[src/rtl/csi2_tx_timing_defs.vh]
// How it works
// [RL1] Reg 4h bit7 high uses bits[4:0] as prepare timing, else automatic.
// [RL2] Reg 5h bit7 high uses bits[4:0] as zero timing, else automatic.
// [RL3] Reg 6h bit7 high uses bits[3:0] as trail timing, else automatic.
// [RL4] Reg 7h bit7 high uses bits[4:0] as exit timing, else automatic.
// [RL5] Reg 8h bit7 high uses bits[3:0] as low-power period, else automatic.
// [RL6] Reg 9h bit4 puts raw pixels on low bits (0) or high bits (1).
// [RL7] Reg 13h field 00h disables, 3Fh enables port 0; resets to 3Fh.
// [RL8] Reg 14h field 00h disables, 3Fh enables port 1; resets to 0.
// [RL9] Bit7 of each port enable register is register control, resets to 0.
// [RL10] Reg 16h bit2 routes link status to general-purpose pin 3; resets 0.
// [RL11] Reg 16h bit1 routes link status to general-purpose pin 0; resets 1.
// [RL12] Reg 16h bit0 reads back current link status.
// [RL13] Reg 2Eh bits7-6 select virtual channel 0-3; resets to 0.
// [RL14] Software leaves undefined offsets untouched.
// [RL15] Software preserves reserved bits and never relies on them.
`ifndef CSI2_TX_TIMING_DEFS_VH
`define CSI2_TX_TIMING_DEFS_VH

// ----------------------------------------
// Offsets
// ----------------------------------------
`define OFS_HS_PREPARE 6'h04
`define OFS_HS_ZERO 6'h05
`define OFS_HS_TRAIL 6'h06
`define OFS_HS_EXIT 6'h07
`define OFS_LP_PERIOD 6'h08
`define OFS_RAW_ALIGN 6'h09
`define OFS_PORT0_EN 6'h13
`define OFS_PORT1_EN 6'h14
`define OFS_LINK_ROUTE 6'h16
`define OFS_VC_SELECT 6'h2e

// ----------------------------------------
// Fields and reset values
// ----------------------------------------
`define BIT_OVERRIDE 7
`define BIT_RAW_ALIGN 4
`define BIT_REG_CTRL 7
`define BIT_TO_PIN3 2
`define BIT_TO_PIN0 1
`define BIT_STATUS 0
`define VC_MSB 7
`define VC_LSB 6
`define RST_ZERO 8'h00
`define RST_PORT0_EN 8'h3f
`define RST_LINK_ROUTE 8'h02
`define PORT_FIELD_ON 6'h3f
`define PORT_FIELD_OFF 6'h00
`define REG_COUNT 10

`endif

[src/rtl/csi2_tx_timing_port_ctrl_regs.v]
// Decided for this implementation: strobed register access.
`timescale 1ns/1ps
`include "csi2_tx_timing_defs.vh"
module csi2_tx_timing_port_ctrl_regs #(
   parameter AW = 6
)
(
   input wire ref_clk,
   input wire rst_n,
   input wire clkEn,
   input wire [AW-1:0] addr,
   input wire [7:0] wrData,
   input wire wrStrobe,
   input wire rdStrobe,
   output reg [7:0] rdData,
   input wire linkStatus,
   output wire hsPrepareOverride,
   output wire [4:0] hsPrepare,
   output wire hsZeroOverride,
   output wire [4:0] hsZero,
   output wire hsTrailOverride,
   output wire [3:0] hsTrail,
   output wire hsExitOverride,
   output wire [4:0] hsExit,
   output wire lowPowerPeriodOverride,
   output wire [3:0] lowPowerPeriod,
   output wire rawAlignHigh,
   output wire port0RegisterControl,
   output wire [5:0] port0EnableField,
   output wire port0Enabled,
   output wire port1RegisterControl,
   output wire [5:0] port1EnableField,
   output wire port1Enabled,
   output wire statusToPin3,
   output wire statusToPin0,
   output reg gpio3Out,
   output reg gpio3Sel,
   output reg gpio0Out,
   output reg gpio0Sel,
   output wire [1:0] virtualChannelField
);
   // ----------------------------------------
   // Address decode to store index
   // ----------------------------------------
   reg [3:0] wrIdx;
   reg [3:0] rdIdxC;
   reg rdHit;
   reg wrHit;
   reg rdHitQ;
   reg rdStatusQ;
   reg linkStatusQ;
   wire [79:0] flat;
   wire [7:0] storeData;

   function [4:0] decode;
      input [AW-1:0] a;
      begin
         case (a)
            `OFS_HS_PREPARE: decode = {1'b1, 4'h0};
            `OFS_HS_ZERO: decode = {1'b1, 4'h1};
            `OFS_HS_TRAIL: decode = {1'b1, 4'h2};
            `OFS_HS_EXIT: decode = {1'b1, 4'h3};
            `OFS_LP_PERIOD: decode = {1'b1, 4'h4};
            `OFS_RAW_ALIGN: decode = {1'b1, 4'h5};
            `OFS_PORT0_EN: decode = {1'b1, 4'h6};
            `OFS_PORT1_EN: decode = {1'b1, 4'h7};
            `OFS_LINK_ROUTE: decode = {1'b1, 4'h8};
            `OFS_VC_SELECT: decode = {1'b1, 4'h9};
            default: decode = 5'h00;
         endcase
      end
   endfunction

   always @*
   begin
      {wrHit, wrIdx} = decode(addr);
      {rdHit, rdIdxC} = decode(addr);
   end

   // ----------------------------------------
   // Register words; reserved bits stored as written
   // ----------------------------------------
   // Index 6 resets to 3Fh, index 8 to 02h, rest zero
   localparam [79:0] INIT = {`RST_ZERO, `RST_LINK_ROUTE, `RST_ZERO, `RST_PORT0_EN,
      `RST_ZERO, `RST_ZERO, `RST_ZERO, `RST_ZERO, `RST_ZERO, `RST_ZERO}; // [RL7] [RL8] [RL9] [RL11]

   // Undefined offsets are ignored on write, read as zero
   reg_store #(
      .WIDTH(8),
      .DEPTH(`REG_COUNT),
      .AW(4),
      .INIT(INIT)
   ) store (
      .ref_clk(ref_clk),
      .rst_n(rst_n),
      .clkEn(clkEn),
      .wrEn(wrStrobe & wrHit), // [RL14]
      .wrIdx(wrIdx),
      .wrData(wrData),
      .rdIdx(rdIdxC),
      .rdData(storeData),
      .flat(flat)
   );

   wire [7:0] regPrep = flat[7:0];
   wire [7:0] regZero = flat[15:8];
   wire [7:0] regTrail = flat[23:16];
   wire [7:0] regExit = flat[31:24];
   wire [7:0] regLp = flat[39:32];
   wire [7:0] regRaw = flat[47:40];
   wire [7:0] regPort0 = flat[55:48];
   wire [7:0] regPort1 = flat[63:56];
   wire [7:0] regRoute = flat[71:64];
   wire [7:0] regVc = flat[79:72];

   // ----------------------------------------
   // Timing overrides toward the transmitter
   // ----------------------------------------
   assign hsPrepareOverride = regPrep[`BIT_OVERRIDE]; // [RL1]
   assign hsPrepare = regPrep[4:0]; // [RL1]
   assign hsZeroOverride = regZero[`BIT_OVERRIDE]; // [RL2]
   assign hsZero = regZero[4:0]; // [RL2]
   assign hsTrailOverride = regTrail[`BIT_OVERRIDE]; // [RL3]
   assign hsTrail = regTrail[3:0]; // [RL3]
   assign hsExitOverride = regExit[`BIT_OVERRIDE]; // [RL4]
   assign hsExit = regExit[4:0]; // [RL4]
   assign lowPowerPeriodOverride = regLp[`BIT_OVERRIDE]; // [RL5]
   assign lowPowerPeriod = regLp[3:0]; // [RL5]

   // ----------------------------------------
   // Pixel alignment, ports, virtual channel
   // ----------------------------------------
   assign rawAlignHigh = regRaw[`BIT_RAW_ALIGN]; // [RL6]
   assign port0RegisterControl = regPort0[`BIT_REG_CTRL]; // [RL9]
   assign port0EnableField = regPort0[5:0];
   // Only the full pattern enables; other codes treated as off
   assign port0Enabled = (regPort0[5:0] == `PORT_FIELD_ON); // [RL7]
   assign port1RegisterControl = regPort1[`BIT_REG_CTRL]; // [RL9]
   assign port1EnableField = regPort1[5:0];
   assign port1Enabled = (regPort1[5:0] == `PORT_FIELD_ON); // [RL8]
   assign virtualChannelField = regVc[`VC_MSB:`VC_LSB]; // [RL13]

   // ----------------------------------------
   // Link status routing
   // ----------------------------------------
   assign statusToPin3 = regRoute[`BIT_TO_PIN3]; // [RL10]
   assign statusToPin0 = regRoute[`BIT_TO_PIN0]; // [RL11]

   always @(posedge ref_clk)
   begin
      if (!rst_n)
      begin
         linkStatusQ <= 1'b0;
         gpio3Out <= 1'b0;
         gpio3Sel <= 1'b0;
         gpio0Out <= 1'b0;
         gpio0Sel <= 1'b0;
      end
      else if (clkEn)
      begin
         linkStatusQ <= linkStatus;
         gpio3Out <= statusToPin3 & linkStatus; // [RL10]
         gpio3Sel <= statusToPin3; // [RL10]
         gpio0Out <= statusToPin0 & linkStatus; // [RL11]
         gpio0Sel <= statusToPin0; // [RL11]
      end
   end

   // ----------------------------------------
   // Read path, data one cycle after strobe
   // ----------------------------------------
   always @(posedge ref_clk)
   begin
      if (!rst_n)
      begin
         rdHitQ <= 1'b0;
         rdStatusQ <= 1'b0;
      end
      else if (clkEn)
      begin
         rdHitQ <= rdStrobe & rdHit;
         // Status bit is live, stored bit 0 ignored
         rdStatusQ <= rdStrobe & (addr == `OFS_LINK_ROUTE); // [RL12]
      end
   end

   always @*
   begin
      if (!rdHitQ)
         rdData = 8'h00;
      else if (rdStatusQ)
         rdData = {storeData[7:1], linkStatusQ}; // [RL12]
      else
         rdData = storeData;
   end
endmodule

[src/rtl/reg_store.v]
`timescale 1ns/1ps
// Small register store, one word per index, registered read
module reg_store #(
   parameter WIDTH = 8,
   parameter DEPTH = 10,
   parameter AW = 4,
   parameter [WIDTH*DEPTH-1:0] INIT = 0
)
(
   input wire ref_clk,
   input wire rst_n,
   input wire clkEn,
   input wire wrEn,
   input wire [AW-1:0] wrIdx,
   input wire [WIDTH-1:0] wrData,
   input wire [AW-1:0] rdIdx,
   output reg [WIDTH-1:0] rdData,
   output wire [WIDTH*DEPTH-1:0] flat
);
   genvar g;
   generate
      for (g = 0; g < DEPTH; g = g + 1)
      begin : word
         reg [WIDTH-1:0] mem;
         always @(posedge ref_clk)
         begin
            if (!rst_n)
               mem <= INIT[g*WIDTH +: WIDTH];
            else if (clkEn && wrEn && wrIdx == g)
               mem <= wrData;
         end
         assign flat[g*WIDTH +: WIDTH] = mem;
      end
   endgenerate

   always @(posedge ref_clk)
   begin
      if (!rst_n)
         rdData <= {WIDTH{1'b0}};
      else if (clkEn)
         rdData <= (rdIdx < DEPTH) ? flat[rdIdx*WIDTH +: WIDTH] : {WIDTH{1'b0}};
   end
endmodule

[config.mk]
export PLATFORM = sky130hd
export DESIGN_NAME = csi2_tx_timing_port_ctrl_regs
export DESIGN_NICKNAME = d
export VERILOG_FILES = /design/src/rtl/csi2_tx_timing_port_ctrl_regs.v /design/src/rtl/reg_store.v
export VERILOG_INCLUDE_DIRS = /design/src /design/src/rtl
export SDC_FILE = /design/constraint.sdc
export NUM_CORES = 1
export LEC_CHECK = 0
export BUFFER_PORTS_ARGS = -buffer_cell sky130_fd_sc_hd__buf_4
export CAP_MARGIN = 0
export CORE_ASPECT_RATIO = 1.2
export CORE_MARGIN = 1.5
export CORE_UTILIZATION = 35
export CTS_CLUSTER_SIZE = 16
export DETAILED_ROUTE_END_ITERATION = 10
export PLACE_DENSITY_LB_ADDON = 0.12
export SYNTH_ARGS = -nofsm -noshare
export SYNTH_HDL_FRONTEND = slang
export SYNTH_SLANG_ARGS = --single-unit
[constraint.sdc]
create_clock -name ref_clk -period 2.9 [get_ports ref_clk]
set_input_delay 0.58 -clock ref_clk [delete_from_list [all_inputs] [get_ports ref_clk]]
set_output_delay 0.58 -clock ref_clk [all_outputs]
set_load 0.01 [all_outputs]
==> results of run 1 <==
registers in the layout (all words and copies together) (netlist names):
| signal | flops |
|---|---|
| store.word.mem | 80 |
| gpio0Out | 1 |
| gpio3Out | 1 |
| gpio0Sel | 1 |
| gpio3Sel | 1 |
| store.rdData | 8 |
| linkStatusQ | 1 |
| rdStatusQ | 1 |
| rdHitQ | 1 |
metal layers:
| layer | part of all wire (%) | track usage, % |
|---|---|---|
| met1 | 44 | 25.3 |
| met2 | 49 | 32.1 |
| met3 | 5.8 | 3.65 |
| met4 | 1.5 | 6.97 |
| met5 | 0 | 0 |
cells in the mapped netlist (2+ instances only):
cell type and n:
dfxtp_1 95, nor2_1 82, mux2i_1 77, buf_4 38, nand2_1 29, clkbuf_1 20, a21oi_1 16, o221ai_1 14
buf_2 13, o21ai_0 11, o22a_1 11, a221oi_1 9, and2_1 8, a22o_1 7, inv_1 6, a211oi_1 4
nand3_1 4, o32ai_1 4, or2_2 4, nor2_2 3, nor3_4 3, o211ai_1 3, or3_1 3, a31oi_1 2
and3b_1 2, and4b_1 2, buf_6 2, nand4_1 2, nor2b_1 2, nor3_1 2, nor3b_1 2, o21a_1 2
o22ai_1 2, or2_1 2
how the worst max path moves through the flow:
stage                       start                    to  slack [ps]  cells past startpoint
after floorplan           addr[2]  store.word[9].mem[0]         520                      8
after global placement    addr[0]  store.word[8].mem[3]         180                      7
after detailed placement  addr[0]  store.word[8].mem[7]         160                      7
after CTS                 addr[0]  store.word[8].mem[7]         510                      7
after global routing      addr[0]  store.word[8].mem[6]         410                      7
final                     addr[0]  store.word[8].mem[7]         490                      7
cell type report:
| class | count | area (µm²) | area share (%) |
|---|---|---|---|
| Clock buffer | 10 | 239 | 4.47 |
| Timing Repair Buffer | 98 | 736 | 13.7 |
| Clock inverter | 4 | 23.8 | 0.444 |
| Inverter | 7 | 26.3 | 0.491 |
| Sequential cell | 95 | 1900 | 35.5 |
| Multi-Input combinational cell | 324 | 2220 | 41.5 |
| Tap cell | 164 | 205 | 3.83 |
report_power, final:
group | leakage [nW] | total (mW) | switching [mW] | internal, mW
Sequential | 0.767 | 1.32 | 0.00649 | 1.32
Clock | 0.134 | 1.08 | 0.487 | 0.592
Combinational | 1.45 | 0.193 | 0.124 | 0.0690
Total | 2.35 | 2.59 | 0.618 | 1.98
cells by family (layout without fill, tap and decap cells):
| family | after synthesis | after routing | share of synthesized area [%] |
|---|---|---|---|
| and+or+nand+nor | 156 | 156 | 16.6 |
| buffers and inverters | 81 | 119 | 10.4 |
| AOI/OAI and AO/OA | 91 | 91 | 14.9 |
| muxes | 77 | 77 | 16.8 |
| DFF | 95 | 95 | 41.3 |
stage by stage:
stage | cell area, µm² | utilization, %
floorplan | 4600 | -
global placement | 5090 | 40.0
detailed placement | 5090 | 40.0
CTS | 5350 | 42.1
global route | 5350 | 42.1
finish | 5350 | 42.1
worst max-delay path, stage by stage:
cell and delay, ps:
buf_4 150, or2_2 290, a211o_1 330, a211o_4 410, or3_1 570, mux2i_1 220, nor2_1 60
==> results.sh, run 1 <==
export IMPL_holdPathStages=2
export IMPL_start_util_pct=36.1
export IMPL_num_vias=3679
export IMPL_criticalPathCategory="in -> reg"
export IMPL_cp_end_kind="register"
export IMPL_rr_endpoint="store.rdData[0]"
export IMPL_yosys_area_top_type="dfxtp_1"
export IMPL_clk_pin_slew_ps=60
export IMPL_die_area_mm2=0.0138
export IMPL_routed_wl_um=13000
export IMPL_final_hold_violation_count=0
export IMPL_grt_pass1_vias=3566
export IMPL_postCtsSetupRepairBufs=0
export IMPL_cp_arrival_ps=2610
export IMPL_cts_max_path_buffers=2
export IMPL_clockRootBuffer="clkbuf_16"
export IMPL_drive_above_1_share_pct=23.6
export IMPL_slew_viol_final=0
export IMPL_hp_start="gpio3Out"
export IMPL_finalNetCount=555
export IMPL_max_freq_ghz=0.415
export IMPL_crit_path_max_fanout=13
export IMPL_dr_pass1_iters=5
export IMPL_rsz0062_at_grt="no"
export IMPL_n_antenna_cell=0
export IMPL_ff2ff_setup_slack_ps=1530
export IMPL_r2r_cells=4
export IMPL_tightest_slew_ps=591
export IMPL_area_growth_pct=16.3
export IMPL_cts_resized_gates=0
export IMPL_ys_types=48
export IMPL_pre_cts_slack_ps=160
export IMPL_grt_max_degree=50
export IMPL_gp_congestion=0.812
export IMPL_cts_tree="done"
export IMPL_drv_cap=0
export IMPL_ys_async_sr_fraction_pct=0
export IMPL_setup_tns_ps=0
export IMPL_layout_commonest_cell="buf_4"
export IMPL_final_cell_mix="buf_4, dfxtp_1, nor2_1"
export IMPL_cts_made_buffers=9
export IMPL_io_pins=81
export IMPL_synthesis_area_mm2=0.00460
export IMPL_power_total_mw=2.59
export IMPL_drt_iter0_drc=225
export IMPL_powerDensity_mw_per_mm2=485
export IMPL_io_buffers=80
export IMPL_syn_nets=520
export IMPL_yosysWarnings=0
export IMPL_core_area_mm2=0.0127
export IMPL_grt_pass1_wl_um=20200
export IMPL_ys_seq_area_share_pct=41.3
export IMPL_yosysTopAreaCellShare_pct=41.3
export IMPL_yosys_register_bits=95
export IMPL_cts_sinks=95
export IMPL_antenna_found_initial=0
export IMPL_die_h_um=129
export IMPL_period_minus_slack_ps=2410
export IMPL_syn_area_per_cell_um2=9.20
export IMPL_synthTopCellsByArea="dfxtp_1, mux2i_1, nor2_1"
export IMPL_placed_cells=688
export IMPL_outcome="finished, final reports clean"
export IMPL_irDropWorstVdd_mv=0.209
export IMPL_antenna_left=0
export IMPL_stdcell_count=702
export IMPL_detail_route_wl_per_cell_um=18.6
export IMPL_whs_endpoint="gpio3Out"
export IMPL_post_route_period_util_pct=83.0
export IMPL_r2r_start="store.word[7].mem[0]"
export IMPL_hold_class="reg -> reg"
export IMPL_fill_cells=1309
export IMPL_overflow=0
export IMPL_relSlewSlack_pct=60.6
export IMPL_via_per_inst=5.24
export IMPL_die_w_um=108
export IMPL_cts_hold_fix_buffers=0
export IMPL_synth_ff_type="dfxtp_1"
export IMPL_num_rows=45
export IMPL_place_hpwl_um=9180
export IMPL_synth_edff_count=0
export IMPL_grt_use_total_pct=19.4
export IMPL_holdWs_ps=468
export IMPL_final_setup_skew_ps=7.50
export IMPL_finalSetupViolations=0
export IMPL_cp_required_ps=3110
export IMPL_syn_inst=500
export IMPL_drc_errors=0
export IMPL_insertion_delay_ps=340
export IMPL_p_leak_nw=2.35
export IMPL_cp_start_kind="input port"
export IMPL_fin_ws_ps=493
export IMPL_h_tree_depth=3
Note: power is estimated with default switching activity, not from simulation.
==> run 2: changes to the inputs <==
==> constraint.sdc (replaced) <==
create_clock -name ref_clk -period 2.11 [get_ports ref_clk]
set_input_delay 0.422 -clock ref_clk [delete_from_list [all_inputs] [get_ports ref_clk]]
set_output_delay 0.422 -clock ref_clk [all_outputs]
set_load 0.01 [all_outputs]
==> run 2 against run 1 <==
Utilization rose by 3.5 points. Highest routed layer unchanged. Sequential power rose by 38%. Critical path depth up 2. Non-clock buffer count rose by 37. Power up 47%.
==> results.sh, run 2 (synthesis results as in run 1) <==
export IMPL_insertion_delay_ps=340
export IMPL_fill_cells=1308
export IMPL_dr_pass1_iters=5
export IMPL_whs_endpoint="store.word[6].mem[3]"
export IMPL_cp_required_ps=2400
export IMPL_die_w_um=108
export IMPL_regMostFlops="store.word.mem"
export IMPL_hold_class="in -> reg"
export IMPL_criticalPathCategory="in -> reg"
export IMPL_max_freq_ghz=0.487
export IMPL_path_common_cell="buf_4"
export IMPL_n_antenna_cell=0
export IMPL_h_tree_depth=3
export IMPL_powerDensity_mw_per_mm2=655
export IMPL_reg_largest_list="store.word.mem x80, store.rdData x8"
export IMPL_area_growth_pct=26.2
export IMPL_period_minus_slack_ps=2050
export IMPL_finalSetupViolations=0
export IMPL_clockRootBuffer="clkbuf_16"
export IMPL_wl_met3_um=609
export IMPL_die_area_mm2=0.0138
export IMPL_core_area_mm2=0.0127
export IMPL_finalNetCount=592
export IMPL_grt_pass1_vias=3768
export IMPL_final_setup_skew_ps=6.60
export IMPL_crit_path_max_fanout=5
export IMPL_gp_congestion=0.812
export IMPL_drv_cap=0
export IMPL_cts_hold_fix_buffers=0
export IMPL_final_cell_mix="buf_4, dfxtp_1, nor2_1"
export IMPL_placed_cells=725
export IMPL_max_stage_delay_ps=440
export IMPL_relSlewSlack_pct=62.5
export IMPL_p_leak_nw=2.57
export IMPL_crit_chain="buf_4 > or2_2 > a211o_1 > a211oi_2 > buf_4 > a221oi_1 > a211oi_1 > buf_4 > a22o_1"
export IMPL_final_util_pct=45.6
export IMPL_num_vias=3854
export IMPL_drc_errors=0
export IMPL_start_util_pct=36.1
export IMPL_maxUsedRoutingLayer="met4"
export IMPL_rr_endpoint="store.rdData[0]"
export IMPL_fin_ws_ps=55.7
export IMPL_io_buffers=80
export IMPL_irDropWorstVdd_mv=0.283
export IMPL_grt_max_degree=73
export IMPL_place_hpwl_um=9920
export IMPL_slew_viol_final=0
export IMPL_largest_register_ffs=80
export IMPL_rsz0062_at_grt="yes"
export IMPL_cp_start_kind="input port"
export IMPL_drt_iter0_drc=223
export IMPL_cp_depth=9
export IMPL_hp_start="rst_n"
export IMPL_cp_end_kind="register"
export IMPL_cp_arrival_ps=2350
export IMPL_critical_path_slowest_cell="a211oi_2"
export IMPL_antenna_left=0
export IMPL_drive_above_1_share_pct=29.7
export IMPL_grt_pass1_wl_um=20900
export IMPL_wl_met2_um=6650
export IMPL_layout_commonest_cell="buf_4"
export IMPL_die_h_um=129
export IMPL_stdcell_count=740
export IMPL_holdPathStages=2
export IMPL_r2r_cells=5
export IMPL_drt_met1_wl_um=6240
export IMPL_num_rows=45
export IMPL_io_pins=81
export IMPL_ff2ff_setup_slack_ps=800
export IMPL_final_hold_violation_count=0
export IMPL_outcome="finished, final reports clean"
export IMPL_cts_made_buffers=9
export IMPL_critPathBufInv=3
export IMPL_pre_cts_slack_ps=-310
export IMPL_tightest_slew_ps=561
export IMPL_overflow=0
export IMPL_postCtsSetupRepairBufs=0
export IMPL_r2r_start="store.word[7].mem[0]"
export IMPL_antenna_found_initial=0
export IMPL_via_per_inst=5.21
export IMPL_cts_tree="done"
export IMPL_cts_max_path_buffers=2
export IMPL_crit_family="compound AO/OA/AOI/OAI gates"
export IMPL_post_route_period_util_pct=97.4
export IMPL_detail_route_wl_per_cell_um=18.6
export IMPL_cts_sinks=95
export IMPL_clk_pin_slew_ps=70
export IMPL_routed_wl_um=13700
export IMPL_grt_use_total_pct=20.2
==> run 2: changes by cell type in the layout (fill, tap and decap cells not counted), sizes merged <==
cell / delta
bufinv: +1
inv: +1
clkinv: -4
buf: +37
clkinvlp: +2
clkbuf: +1
==> run 2: power breakdown <==
part / internal [mW] / total (mW) / switching [mW]
clock network: 0.981 / 1.67 / 0.692
logic: 0.131 / 0.314 / 0.182
registers: 1.81 / 1.82 / 0.0101
total: 2.92 / 3.80 / 0.884
==> run 2: what timing repair did <==
item	4_1_cts	5_1_grt
gates resized for setup	0	2
endpoints found under the setup margin	0	11
hold endpoints to repair	0	0
==> run 2: worst max-delay path by stage <==
stage          startpoint                   end  slack, ps
2_1_floorplan     addr[2]  store.word[5].mem[0]        -80
5_1_grt           addr[0]       store.rdData[4]        -40
4_1_cts           addr[0]       store.rdData[0]         40
3_5_place_dp      addr[4]       store.rdData[4]       -310
6_report          addr[0]       store.rdData[0]         60
3_3_place_gp      addr[0]       store.rdData[4]       -310
==> run 2: final cells by class <==
class	instances	area, µm²	area share [%]
clock inverters	4	53.8	0.927
clock buffers	11	253	4.36
inverters	7	26.3	0.453
repair buffers	135	1100	19.0
multi-input cells	324	2260	39.0
well taps	164	205	3.54
flip-flops and latches	95	1900	32.8
==> run 2: stage by stage <==
step | TNS (ps) | cell area, µm² | hold WS, ps | power [mW]
2_1_floorplan | -2800 | 4660 | 441 | 2.03
3_3_place_gp | -15180 | 5490 | 455 | 2.17
3_5_place_dp | -16610 | 5490 | 453 | 2.17
4_1_cts | 0 | 5790 | 332 | 3.85
5_1_grt | -81.0 | 5800 | 341 | 3.94
6_report | 0 | 5800 | 338 | 3.80
==> run 2: routing by layer <==
layer,global-route usage [%],vias to the layer above
li1,-,1871
met1,26.6,1873
met2,33.9,96
met3,3.50,14
met4,6.35,0
met5,0,-
==> run 3: changes to the inputs <==
--- a/config.mk
+++ b/config.mk
@@ -10,7 +10,7 @@
 export CAP_MARGIN = 0
 export CORE_ASPECT_RATIO = 1.2
 export CORE_MARGIN = 1.5
-export CORE_UTILIZATION = 35
+export CORE_UTILIZATION = 50
 export CTS_CLUSTER_SIZE = 16
 export DETAILED_ROUTE_END_ITERATION = 10
 export PLACE_DENSITY_LB_ADDON = 0.12
==> run 3 against run 2 <==
Clock skew is 3.4 ps higher. Via count increased by 0.34%. Utilization increased by 17 points. Die area decreased by 29%. Combinational power decreased by 2%. Setup slack worse by 20 ps. Worst hold slack lost 38 ps. Final cell count fell by 6.1%. Sequential share of layout area up 0.95 points. Routed wire length down 11%. Flip-flop and latch count stayed put. Clock-buffer cell count down 2. Highest routed layer unchanged.
==> results.sh, run 3 (synthesis results as in run 1) <==
export IMPL_criticalPathCategory="in -> reg"
export IMPL_period_minus_slack_ps=2070
export IMPL_die_h_um=108
export IMPL_start_util_pct=51.2
export IMPL_die_area_mm2=0.00979
export IMPL_cts_made_buffers=9
export IMPL_drt_iter0_drc=314
export IMPL_clock_power_share_pct=36.9
export IMPL_num_vias=3867
export IMPL_drive_above_1_share_pct=29.6
export IMPL_reg_largest_list="store.word.mem x80, store.rdData x8"
export IMPL_irDropWorstVdd_mv=0.490
export IMPL_swShare_pct=25.7
export IMPL_finalNetCount=590
export IMPL_p_leak_nw=2.53
export IMPL_detail_route_wl_per_cell_um=17.6
export IMPL_dr_pass1_iters=5
export IMPL_routed_wl_um=12200
export IMPL_crit_family="compound AO/OA/AOI/OAI gates"
export IMPL_crit_path_max_fanout=11
export IMPL_fill_cells=788
export IMPL_final_util_pct=62.8
export IMPL_h_tree_depth=3
export IMPL_dpl_cell_area_mm2=0.00543
export IMPL_power_frac_seq_pct=53.9
export IMPL_clk_pin_slew_ps=100
export IMPL_cts_max_path_buffers=2
export IMPL_powerDensity_mw_per_mm2=597
export IMPL_final_hold_violation_count=0
export IMPL_n_antenna_cell=0
export IMPL_core_area_mm2=0.00899
export IMPL_relSlewSlack_pct=65.0
export IMPL_antenna_left=0
export IMPL_io_pins=81
export IMPL_register_area_mm2=0.00190
export IMPL_final_setup_skew_ps=10.0
export IMPL_insertion_delay_ps=370
export IMPL_regMostFlops="store.word.mem"
export IMPL_rsz0062_at_grt="no"
export IMPL_grt_pass1_wl_um=19100
export IMPL_max_freq_ghz=0.482
export IMPL_multi_input_area_mm2=0.00226
export IMPL_cp_start_kind="input port"
export IMPL_place_hpwl_um=8820
export IMPL_grt_pass1_vias=3579
export IMPL_pwr_share_comb_pct=9.2
export IMPL_clockRootBuffer="clkbuf_8"
export IMPL_critPathBufInv=3
export IMPL_finalSetupViolations=0
export IMPL_final_area_mm2=0.00564
export IMPL_p_switching_mw=0.865
export IMPL_outcome="finished, final reports clean"
export IMPL_grt_max_degree=55
export IMPL_final_cell_mix="buf_4, dfxtp_1, nor2_1"
export IMPL_tightest_slew_ps=522
export IMPL_path_common_cell="buf_4"
export IMPL_drc_errors=0
export IMPL_crit_chain="buf_4 > or3b_4 > nor4b_4 > buf_4 > a211oi_2 > buf_12 > a221oi_1 > o22a_1 > a31oi_1"
export IMPL_slew_viol_final=0
export IMPL_overflow=0
export IMPL_drv_cap=0
export IMPL_layout_commonest_cell="buf_4"
export IMPL_cp_arrival_ps=2330
export IMPL_cp_required_ps=2370
export IMPL_largest_register_ffs=80
export IMPL_io_buffers=80
export IMPL_critical_path_slowest_cell="or3b_4"
export IMPL_area_growth_pct=22.6
export IMPL_cp_end_kind="register"
export IMPL_power_total_mw=3.37
export IMPL_num_rows=38
export IMPL_post_route_period_util_pct=98.3
export IMPL_cts_tree="done"
export IMPL_hold_class="in -> reg"
export IMPL_intPower_mw=2.50
export IMPL_antenna_found_initial=0
export IMPL_die_w_um=90.6
export IMPL_gp_congestion=0.869
export IMPL_setup_tns_ps=0
export IMPL_cts_sinks=95
export IMPL_holdWs_ps=300
export IMPL_via_per_inst=5.56
export IMPL_grt_use_total_pct=25.5
export IMPL_cts_hold_fix_buffers=0
export IMPL_max_stage_delay_ps=420
run 3: cell type report:
class | instances | share of cell area (%)
clock inverters | 7 | 1.42
multi-input cells | 324 | 40.0
inverters | 7 | 0.466
well taps | 120 | 2.66
repair buffers | 133 | 19.5
flip-flops and latches | 95 | 33.7
clock buffers | 9 | 2.20
run 3: what timing repair did:
| item | 4_1_cts | 5_1_grt |
|---|---|---|
| buffers inserted | 0 | 0 |
| gates resized for setup | 0 | 1 |
| endpoints found under the setup margin | 0 | 2 |
run 3: worst paths after layout:
check / from / to / slack (ps) / cells after the start
worst max-delay path: addr[4] / store.rdData[6] / 40 / 9
worst max register to register: store.word[7].mem[4] / store.rdData[4] / 810 / 3
worst min-delay path: rst_n / store.word[8].mem[1] / 300 / 2
worst min register to register: gpio0Out / gpio0Out / 470 / 2
run 3: metal layers:
layer	track usage, %	vias to the layer above	share of wire, %
li1	-	1868	-
met1	33.3	1844	45
met2	42.4	140	48
met3	5.20	15	6.1
met4	7.94	0	1.3
met5	0	-	0
run 3: per-stage QoR:
stage,std cells,setup WS [ps]
2_1_floorplan,500,-76.6
3_3_place_gp,679,-294
3_5_place_dp,679,-311
4_1_cts,695,72.4
5_1_grt,695,4.78
6_report,695,35.4
run 3: power by group through the flow:
stage | Combinational [mW] | Sequential [mW] | Clock, mW
3_5_place_dp | 0.304 | 1.86 | 0
6_report | 0.308 | 1.82 | 1.24
4_1_cts | 0.305 | 1.82 | 1.26
5_1_grt | 0.330 | 1.82 | 1.33
2_1_floorplan | 0.171 | 1.86 | 0
3_3_place_gp | 0.302 | 1.86 | 0
